### config.mk
export PLATFORM = sky130hd
export DESIGN_NAME = ahbc_host_port
export DESIGN_NICKNAME = d
export VERILOG_FILES = /design/src/rtl/ahbc_pkg.sv /design/src/rtl/ahbc_host_port.sv /design/src/rtl/ahbc_sync.sv
export SDC_FILE = /design/constraint.sdc
export NUM_CORES = 1
export LEC_CHECK = 0
export BUFFER_PORTS_ARGS = -buffer_cell sky130_fd_sc_hd__buf_2
export CAP_MARGIN = 20
export CORE_ASPECT_RATIO = 1.25
export CORE_MARGIN = 2
export CORE_UTILIZATION = 40
export CTS_CLUSTER_SIZE = 40
export DETAILED_ROUTE_END_ITERATION = 10
export PLACE_DENSITY = 0.73
export SYNTH_ARGS = -nofsm -noshare
export SYNTH_HDL_FRONTEND = slang
export SYNTH_SLANG_ARGS = --single-unit
### constraint.sdc
create_clock -name clk -period 2.1 [get_ports clk]
set_input_delay 0.105 -clock clk [delete_from_list [all_inputs] [get_ports clk]]
set_output_delay 0.105 -clock clk [all_outputs]
set_load 0.05 [all_outputs]
### src/rtl/ahbc_pkg.sv
package ahbc_pkg;

  // Bit positions of the special function register
  localparam int REG_LATCH_BIT = 0;
  localparam int REG_CAL_BIT = 1;
  localparam int REG_SH_BIT = 2;
  localparam int REG_PDN_BIT = 3;
  localparam int REG_PF_BIT = 5;
  localparam int REG_CALERR_BIT = 6;
  localparam int REG_BUSY_BIT = 7;

  // Values after reset
  localparam logic [7:0] DATA_RESET = 8'h00;
  localparam logic [1:0] CHAN_RESET = 2'h0;
  localparam logic [11:0] RESULT_RESET = 12'h000;

  // Synchroniser depth, in flip-flops
  localparam int SYNC_STAGES = 2;

  // Sequencer phases
  typedef enum logic [1:0] {
    AHBC_IDLE = 2'b00,
    AHBC_CONV = 2'b01,
    AHBC_CAL = 2'b10
  } ahbc_phase_e;

  // Control lines and data bus as sampled from the pins
  typedef struct packed {
    logic cs_b;
    logic rd_b;
    logic wr_b;
    logic register_select;
    logic byte_select;
    logic cal_b;
    logic power_fail;
    logic [7:0] data;
  } ahbc_bus_s;

  localparam int BUS_WIDTH = $bits(ahbc_bus_s);

  // Bus sample after reset: all strobes idle high
  localparam ahbc_bus_s BUS_RESET = '{cs_b: 1'b1, rd_b: 1'b1, wr_b: 1'b1,
                                      register_select: 1'b0, byte_select: 1'b0,
                                      cal_b: 1'b1, power_fail: 1'b0, data: 8'h00};

endpackage : ahbc_pkg

### src/rtl/ahbc_host_port.sv
`timescale 1ns/1ps
module ahbc_host_port (
  input wire logic clk,
  input wire logic rst_b,
  input wire logic cs_b,
  input wire logic rd_b,
  input wire logic wr_b,
  input wire logic register_select,
  input wire logic byte_select,
  input wire logic cal_b,
  input wire logic [7:0] data_in,
  output logic [7:0] data_out,
  output logic data_oe,
  output logic busy_b,
  output logic channel_sel_bit0,
  output logic channel_sel_bit1,
  output logic conv_start,
  output logic cal_start,
  output logic sh_mode,
  output logic power_down,
  output logic latch_mode,
  input wire logic conv_done,
  input wire logic [11:0] conv_result,
  input wire logic cal_done,
  input wire logic cal_overflow,
  input wire logic power_fail
);

  // Whole module state
  typedef struct packed {
    ahbc_pkg::ahbc_phase_e phase;
    ahbc_pkg::ahbc_bus_s bus_prev;
    logic [7:0] data_out;
    logic data_oe;
    logic busy_b;
    logic conv_start;
    logic cal_start;
    logic [1:0] channel;
    logic [11:0] result;
    logic latch_mode;
    logic sh_mode;
    logic power_down;
    logic pf_flag;
    logic cal_err;
  } ahbc_state_s;

  localparam ahbc_state_s STATE_RESET = '{
    phase: ahbc_pkg::AHBC_IDLE,
    bus_prev: ahbc_pkg::BUS_RESET,
    data_out: ahbc_pkg::DATA_RESET,
    data_oe: 1'b0,
    busy_b: 1'b1,
    conv_start: 1'b0,
    cal_start: 1'b0,
    channel: ahbc_pkg::CHAN_RESET,
    result: ahbc_pkg::RESULT_RESET,
    latch_mode: 1'b0,
    sh_mode: 1'b0,
    power_down: 1'b0,
    pf_flag: 1'b0,
    cal_err: 1'b0
  };

  logic [1:0] rst_sync_reg; // Reset release chain
  logic rst_int_b; // Synchronised reset
  ahbc_state_s state_reg; // Registered state
  ahbc_state_s state_next; // Next state
  ahbc_pkg::ahbc_bus_s bus_raw; // Pins gathered
  ahbc_pkg::ahbc_bus_s bus_now; // Pins after synchroniser

  // Reset asserts at once and releases through two flops
  always_ff @(posedge clk or negedge rst_b) begin
    if (!rst_b) begin
      rst_sync_reg <= 2'h0;
    end else begin
      rst_sync_reg <= {rst_sync_reg[0], 1'b1};
    end
  end
  assign rst_int_b = rst_sync_reg[1];

  // Gather pins for the synchroniser
  assign bus_raw = '{cs_b: cs_b, rd_b: rd_b, wr_b: wr_b,
                     register_select: register_select, byte_select: byte_select,
                     cal_b: cal_b, power_fail: power_fail, data: data_in};

  // Bring the bus, calibrate and supply-fail pins into the clock domain; core handshake inputs are used directly
  // Chain starts at the idle levels, matching the reset bus history
  ahbc_sync #(.WIDTH(ahbc_pkg::BUS_WIDTH), .RESET_VALUE(ahbc_pkg::BUS_RESET)) u_sync (
    .clk(clk),
    .rst_b(rst_int_b),
    .din(bus_raw),
    .dout(bus_now)
  );

  // Next-state logic
  always_comb begin
    logic wr_rise;
    logic cal_fall;
    logic pf_rise;
    logic idle;
    ahbc_pkg::ahbc_bus_s p;
    wr_rise = 1'b0;
    cal_fall = 1'b0;
    pf_rise = 1'b0;
    idle = 1'b0;
    p = state_reg.bus_prev;
    state_next = state_reg;
    state_next.bus_prev = bus_now;
    state_next.conv_start = 1'b0;
    state_next.cal_start = 1'b0;
    // Write edge qualified by the lines held during the strobe
    wr_rise = !p.wr_b && bus_now.wr_b && !p.cs_b && p.rd_b && p.cal_b;
    cal_fall = p.cal_b && !bus_now.cal_b;
    pf_rise = !p.power_fail && bus_now.power_fail;
    idle = (state_reg.phase == ahbc_pkg::AHBC_IDLE);

    // Finish running work
    case (state_reg.phase)
      ahbc_pkg::AHBC_IDLE: begin
        // Nothing running
      end
      ahbc_pkg::AHBC_CONV: begin
        // Store the result on completion
        if (conv_done) begin
          state_next.result = conv_result;
          state_next.phase = ahbc_pkg::AHBC_IDLE;
        end
      end
      ahbc_pkg::AHBC_CAL: begin
        // Record overflow on completion
        if (cal_done) begin
          state_next.cal_err = cal_overflow;
          state_next.phase = ahbc_pkg::AHBC_IDLE;
        end
      end
      default: begin
        state_next.phase = ahbc_pkg::AHBC_IDLE;
      end
    endcase

    // Host writes, refused while busy
    if (wr_rise && idle) begin
      if (!p.register_select) begin
        // Plain write: take channel, then convert unless sample/hold
        state_next.channel = p.data[1:0];
        if (!state_reg.sh_mode) begin
          state_next.conv_start = 1'b1;
          state_next.phase = ahbc_pkg::AHBC_CONV;
        end
      end else if (p.byte_select) begin
        // Register write
        state_next.latch_mode = p.data[ahbc_pkg::REG_LATCH_BIT];
        state_next.sh_mode = p.data[ahbc_pkg::REG_SH_BIT];
        state_next.power_down = p.data[ahbc_pkg::REG_PDN_BIT];
        if (!p.data[ahbc_pkg::REG_PF_BIT]) begin
          state_next.pf_flag = 1'b0;
        end
        if (p.data[ahbc_pkg::REG_CAL_BIT]) begin
          // Calibrate request leaves power down only when the power-down bit is written clear
          state_next.cal_start = 1'b1;
          state_next.cal_err = 1'b0;
          state_next.phase = ahbc_pkg::AHBC_CAL;
          if (!p.data[ahbc_pkg::REG_PDN_BIT]) begin
            state_next.power_down = 1'b0;
          end
        end else if (!p.data[ahbc_pkg::REG_SH_BIT]) begin
          state_next.conv_start = 1'b1;
          state_next.phase = ahbc_pkg::AHBC_CONV;
        end
      end
      // Reserved pair: ignored
    end

    // Calibrate pin wins over any start, running work and the power-down bit; a same-cycle write still sets channel and modes
    if (cal_fall) begin
      state_next.cal_start = 1'b1;
      state_next.conv_start = 1'b0;
      state_next.cal_err = 1'b0;
      state_next.power_down = 1'b0;
      state_next.phase = ahbc_pkg::AHBC_CAL;
    end

    // Supply failure sets the flag; set beats a same-cycle clear
    if (pf_rise) begin
      state_next.pf_flag = 1'b1;
    end

    // Busy low while work runs or is being started
    state_next.busy_b = (state_next.phase == ahbc_pkg::AHBC_IDLE);

    // Read decode drives the bus only on a live read
    state_next.data_oe = !bus_now.cs_b && !bus_now.rd_b && bus_now.wr_b
                         && bus_now.cal_b;
    if (!bus_now.register_select) begin
      if (bus_now.byte_select) begin
        state_next.data_out = {4'h0, state_reg.result[11:8]};
      end else begin
        state_next.data_out = state_reg.result[7:0];
      end
    end else if (bus_now.byte_select) begin
      // Register contents with status in the top bits
      state_next.data_out = 8'h00;
      state_next.data_out[ahbc_pkg::REG_BUSY_BIT] = !idle;
      state_next.data_out[ahbc_pkg::REG_CALERR_BIT] = state_reg.cal_err;
      state_next.data_out[ahbc_pkg::REG_PF_BIT] = state_reg.pf_flag;
      state_next.data_out[ahbc_pkg::REG_PDN_BIT] = state_reg.power_down;
      state_next.data_out[ahbc_pkg::REG_SH_BIT] = state_reg.sh_mode;
      state_next.data_out[ahbc_pkg::REG_LATCH_BIT] = state_reg.latch_mode;
    end else begin
      // Reserved read returns zero
      state_next.data_out = 8'h00;
    end
  end

  // State register
  always_ff @(posedge clk or negedge rst_int_b) begin
    if (!rst_int_b) begin
      state_reg <= STATE_RESET;
    end else begin
      state_reg <= state_next;
    end
  end

  // Outputs straight from the state flops
  assign data_out = state_reg.data_out;
  assign data_oe = state_reg.data_oe;
  assign busy_b = state_reg.busy_b;
  assign channel_sel_bit0 = state_reg.channel[0];
  assign channel_sel_bit1 = state_reg.channel[1];
  assign conv_start = state_reg.conv_start;
  assign cal_start = state_reg.cal_start;
  assign sh_mode = state_reg.sh_mode;
  assign power_down = state_reg.power_down;
  assign latch_mode = state_reg.latch_mode;

endmodule : ahbc_host_port

### src/rtl/ahbc_sync.sv
`timescale 1ns/1ps
module ahbc_sync #(
  parameter int WIDTH = 1,
  parameter logic [WIDTH-1:0] RESET_VALUE = '0 // Idle pin levels, so no false edge after reset
) (
  input wire logic clk,
  input wire logic rst_b,
  input wire logic [WIDTH-1:0] din,
  output logic [WIDTH-1:0] dout
);

  // Two-flop chain per bit; only the second flop is seen outside
  for (genvar i = 0; i < WIDTH; i++) begin : g_bit
    logic [ahbc_pkg::SYNC_STAGES-1:0] stage_reg;
    // Shift the pin level through the chain
    always_ff @(posedge clk or negedge rst_b) begin
      if (!rst_b) begin
        stage_reg <= {ahbc_pkg::SYNC_STAGES{RESET_VALUE[i]}};
      end else begin
        stage_reg <= {stage_reg[ahbc_pkg::SYNC_STAGES-2:0], din[i]};
      end
    end
    assign dout[i] = stage_reg[ahbc_pkg::SYNC_STAGES-1];
  end

endmodule : ahbc_sync

==> impl_metrics.prom <==
# TYPE chip_impl_metric gauge
chip_impl_info{name="hp-class",value="input port to flop"} 1
chip_impl_metric{name="cts.sinks",unit=""} 71
chip_impl_metric{name="dieArea",unit="sq um"} 6560
chip_impl_metric{name="drv_cap",unit=""} 0
chip_impl_metric{name="fmax",unit="MHz"} 526
chip_impl_metric{name="grt_start_max_net_pins",unit=""} 29
chip_impl_metric{name="wire_per_inst",unit="microns"} 12.8
chip_impl_metric{name="groute.usage.overall",unit="%"} 12.5
chip_impl_metric{name="total_power",unit="W"} 0.00290
chip_impl_metric{name="cts_inserted_buffers",unit=""} 9
chip_impl_metric{name="place.gp.congestion",unit=""} 0.766
chip_impl_metric{name="final-setup-viol-count",unit=""} 0
chip_impl_metric{name="finalWirelength",unit="microns"} 3710
chip_impl_metric{name="timing.final.crit_period",unit="ps"} 1900
chip_impl_metric{name="finalHoldViolCount",unit=""} 0
chip_impl_metric{name="fp-row-count",unit=""} 31
chip_impl_metric{name="first_iter_violations",unit=""} 66
chip_impl_metric{name="layout_cell_share_with_drive_strength_beyond_1",unit="%"} 43.8
chip_impl_metric{name="report.final.slew_viol_count",unit=""} 0
chip_impl_metric{name="async_reset_ff_share",unit="%"} 100
chip_impl_metric{name="power.static_leakage",unit="nW"} 1.50
chip_impl_metric{name="fin_area",unit="sq um"} 3070
chip_impl_metric{name="sequential_area_share_after_synthesis",unit="%"} 75.6
chip_impl_metric{name="irDropWorstVdd",unit="uV"} 580
chip_impl_metric{name="synth_area",unit="sq um"} 2370
chip_impl_metric{name="io_buffer_count",unit=""} 45
chip_impl_metric{name="syn_nets",unit=""} 180
chip_impl_info{name="clk_root_buffer_cell",value="sky130_fd_sc_hd__clkbuf_8"} 1
chip_impl_metric{name="initial_core_util",unit="%"} 41.0
chip_impl_metric{name="post-route-period-util",unit="%"} 90.5
chip_impl_metric{name="netlist_instances",unit=""} 148
chip_impl_metric{name="placed_cell_area",unit="sq um"} 2620
chip_impl_metric{name="fp.dieH",unit="microns"} 90.1
chip_impl_metric{name="max_slew.worst_pin.slew",unit="ps"} 664
chip_impl_info{name="timing_worst_setup_path_type",value="flop to flop"} 1
chip_impl_metric{name="gr-total-overflow",unit=""} 0
chip_impl_metric{name="timing.hold.ws",unit="ps"} 19.9
chip_impl_metric{name="distinct_cell_type_count_of_the_synthesized_netlist",unit=""} 28
chip_impl_info{name="cpMaxStageDelayCell",value="sky130_fd_sc_hd__dfstp_2"} 1
chip_impl_metric{name="cts_post_setup_buffers_inserted",unit=""} 0
chip_impl_metric{name="ys_seq_elements",unit=""} 71
chip_impl_metric{name="drt_first_pass_iters",unit=""} 4
chip_impl_metric{name="worst-endpoint-required",unit="ps"} 2330
chip_impl_metric{name="route.detailed.drc",unit=""} 0
chip_impl_metric{name="synth.top_cell.area_share",unit="%"} 61.2
chip_impl_info{name="end_kind",value="flop"} 1
chip_impl_info{name="synthTopCellsByCount",value="sky130_fd_sc_hd__dfrtp_1, sky130_fd_sc_hd__mux2_2, sky130_fd_sc_hd__dfstp_2, sky130_fd_sc_hd__buf_4, sky130_fd_sc_hd__nand2_1"} 1
chip_impl_metric{name="critical_path_peak_fanout",unit=""} 4
chip_impl_info{name="result_of_the_run",value="finished clean"} 1
chip_impl_metric{name="cts.repair.resized",unit=""} 0
chip_impl_metric{name="cp.arrival",unit="ps"} 2130
chip_impl_metric{name="post_synth.cell_area_avg",unit="sq um"} 16.0
chip_impl_metric{name="routed-via-count",unit=""} 1335
chip_impl_metric{name="finalSetupTns",unit="ps"} 0
chip_impl_metric{name="layout-area-overhead-vs-synth",unit="%"} 29.6
chip_impl_metric{name="synth_edf_count",unit=""} 0
chip_impl_info{name="timing.critical_path.from_type",value="flop"} 1
chip_impl_metric{name="max_reg_flops",unit=""} 28
chip_impl_metric{name="fillCellCount",unit=""} 496
chip_impl_metric{name="antenna-diode-count",unit=""} 0
chip_impl_info{name="grt_setup_unrepaired",value="false"} 1
chip_impl_metric{name="critPathBufInv",unit=""} 0
chip_impl_metric{name="antenna_violations_before_repair",unit=""} 0
chip_impl_info{name="synthTopCellsByArea",value="sky130_fd_sc_hd__dfrtp_1, sky130_fd_sc_hd__dfstp_2, sky130_fd_sc_hd__mux2_2"} 1
chip_impl_metric{name="route.detailed.vias_per_inst",unit=""} 4.60
chip_impl_metric{name="worstSkewPairLatency",unit="ps"} 340
chip_impl_info{name="post-synth-top-area-cell",value="sky130_fd_sc_hd__dfrtp_1"} 1
chip_impl_info{name="synthMostInstantiatedCell",value="sky130_fd_sc_hd__dfrtp_1"} 1
chip_impl_metric{name="hold_buffers",unit=""} 24
chip_impl_metric{name="ioPinCount",unit=""} 49
chip_impl_metric{name="finish.net_count",unit=""} 251
chip_impl_metric{name="global_route_wire_length_before_repair",unit="microns"} 6090
chip_impl_metric{name="remaining_antenna_violation_count",unit=""} 0
chip_impl_info{name="tritoncts_clock_tree",value="yes"} 1
chip_impl_metric{name="synth-warning-count",unit=""} 0
chip_impl_metric{name="path_clk_slew",unit="ps"} 70
chip_impl_info{name="critical_path_cell_sequence",value="or4b_4, or2_1, nor2_1, mux2_2"} 1
chip_impl_metric{name="slowest_delay",unit="ps"} 520
chip_impl_metric{name="timing.max_slew.rel_slack",unit="%"} 55.6
chip_impl_metric{name="detailed_place_hpwl",unit="microns"} 2510
chip_impl_metric{name="grt_pass1_vias",unit=""} 1328
chip_impl_metric{name="chipWidth",unit="microns"} 72.9
chip_impl_info{name="worst_path_dominant_cell_family",value="simple AND/OR/NAND/NOR gates"} 1
chip_impl_metric{name="cts_max_path_buffers",unit=""} 2
chip_impl_metric{name="finalClockSkew",unit="ps"} 9.00
chip_impl_metric{name="postLayoutCoreUtil",unit="%"} 53.2
chip_impl_metric{name="placeableCoreArea",unit="sq um"} 5780
chip_impl_metric{name="htree_levels",unit=""} 3
chip_impl_metric{name="pwr_density_cell",unit="nW/um^2"} 942
chip_impl_info{name="synth_top_flop_cell",value="sky130_fd_sc_hd__dfrtp_1"} 1
cells by family (layout without fill, tap and decap cells):
group / count (synthesis) / after routing / share of synthesized area, %
other cells: 1 / 1 / 0.158
buf+inv: 13 / 89 / 3.32
flops: 71 / 71 / 75.6
compound gates: 14 / 14 / 4.17
mux: 21 / 21 / 9.71
simple gates: 28 / 28 / 7.02
stage by stage:
step | cells | setup slack [ps]
after floorplan | 148 | 276
after global placement | 250 | 219
after detailed placement | 250 | 193
after CTS | 290 | 183
after global routing | 290 | 113
final | 290 | 199
layout by cell type, fill, tap and decap left out, types with 2 or more instances in the layout:
master / Yosys / layout
sky130_fd_sc_hd__dlygate4sd3_1: 0 / 24
sky130_fd_sc_hd__inv_1: 2 / 2
sky130_fd_sc_hd__dfstp_2: 13 / 13
sky130_fd_sc_hd__o21ai_0: 6 / 6
sky130_fd_sc_hd__clkbuf_16: 0 / 2
sky130_fd_sc_hd__nand2_1: 8 / 8
sky130_fd_sc_hd__nor2b_1: 3 / 3
sky130_fd_sc_hd__and2_1: 2 / 2
sky130_fd_sc_hd__clkinv_2: 0 / 2
sky130_fd_sc_hd__mux2i_1: 5 / 5
sky130_fd_sc_hd__nor2_1: 5 / 5
sky130_fd_sc_hd__buf_4: 8 / 2
sky130_fd_sc_hd__o31ai_1: 2 / 2
sky130_fd_sc_hd__dfrtp_1: 58 / 57
sky130_fd_sc_hd__nand3b_1: 3 / 3
sky130_fd_sc_hd__buf_2: 0 / 45
sky130_fd_sc_hd__clkbuf_8: 0 / 9
sky130_fd_sc_hd__mux2_2: 16 / 16
sky130_fd_sc_hd__a22o_1: 2 / 2
sky130_fd_sc_hd__inv_6: 0 / 2
final cells by class:
| type | instances | area [sq um] | area share (%) |
|---|---|---|---|
| timing repair buffer | 71 | 480 | 15.6 |
| clock buffer | 11 | 174 | 5.66 |
| tap | 66 | 82.6 | 2.69 |
| clock inverter | 5 | 35.0 | 1.14 |
| sequential | 71 | 1790 | 58.4 |
| inverter | 2 | 7.51 | 0.244 |
| multi-input combinational | 64 | 499 | 16.2 |
routing by layer:
layer	vias to the layer above	track usage, %	part of all wire (%)
met1	653	16.0	45
li1	635	-	-
met3	8	3.70	5.1
met5	-	0	0
met4	0	7.87	2.2
met2	39	18.4	48
worst paths after layout:
| check | startpoint | end | slack (ps) | cells past startpoint |
|---|---|---|---|---|
| setup / recovery | state_reg[40]$_DFF_PN1_ | channel_sel_bit1$_DFFE_PN0P_ | 200 | 4 |
| setup reg to reg | state_reg[40]$_DFF_PN1_ | channel_sel_bit1$_DFFE_PN0P_ | 200 | 4 |
| hold / removal | conv_result[2] | state_reg[7]$_DFFE_PN0P_ | 20 | 2 |
| hold reg to reg | rst_sync_reg[1]$_DFF_PN0_ | u_sync.g_bit[1].stage_reg[1]$_DFF_PN0_ | 250 | 0 |
| max in group asynchronous | rst_sync_reg[1]$_DFF_PN0_ | busy_b$_DFF_PN1_ | 1120 | 1 |
| min in group asynchronous | rst_b | rst_sync_reg[0]$_DFF_PN0_ | 80 | 2 |
where the power goes:
part / internal (W) / switching [W] / total [W]
combinational: 0.000120 / 0.000160 / 0.000280
clock: 0.000576 / 0.000507 / 0.00108
sequential: 0.00148 / 0.0000575 / 0.00153
worst register-to-register path: cells and delay by family, from the launching register on:
family	cells	cell delay (ps)
mux	1	350
simple gates	3	930
flops	1	520
No activity file was read; power rests on OpenSTA's default activity.
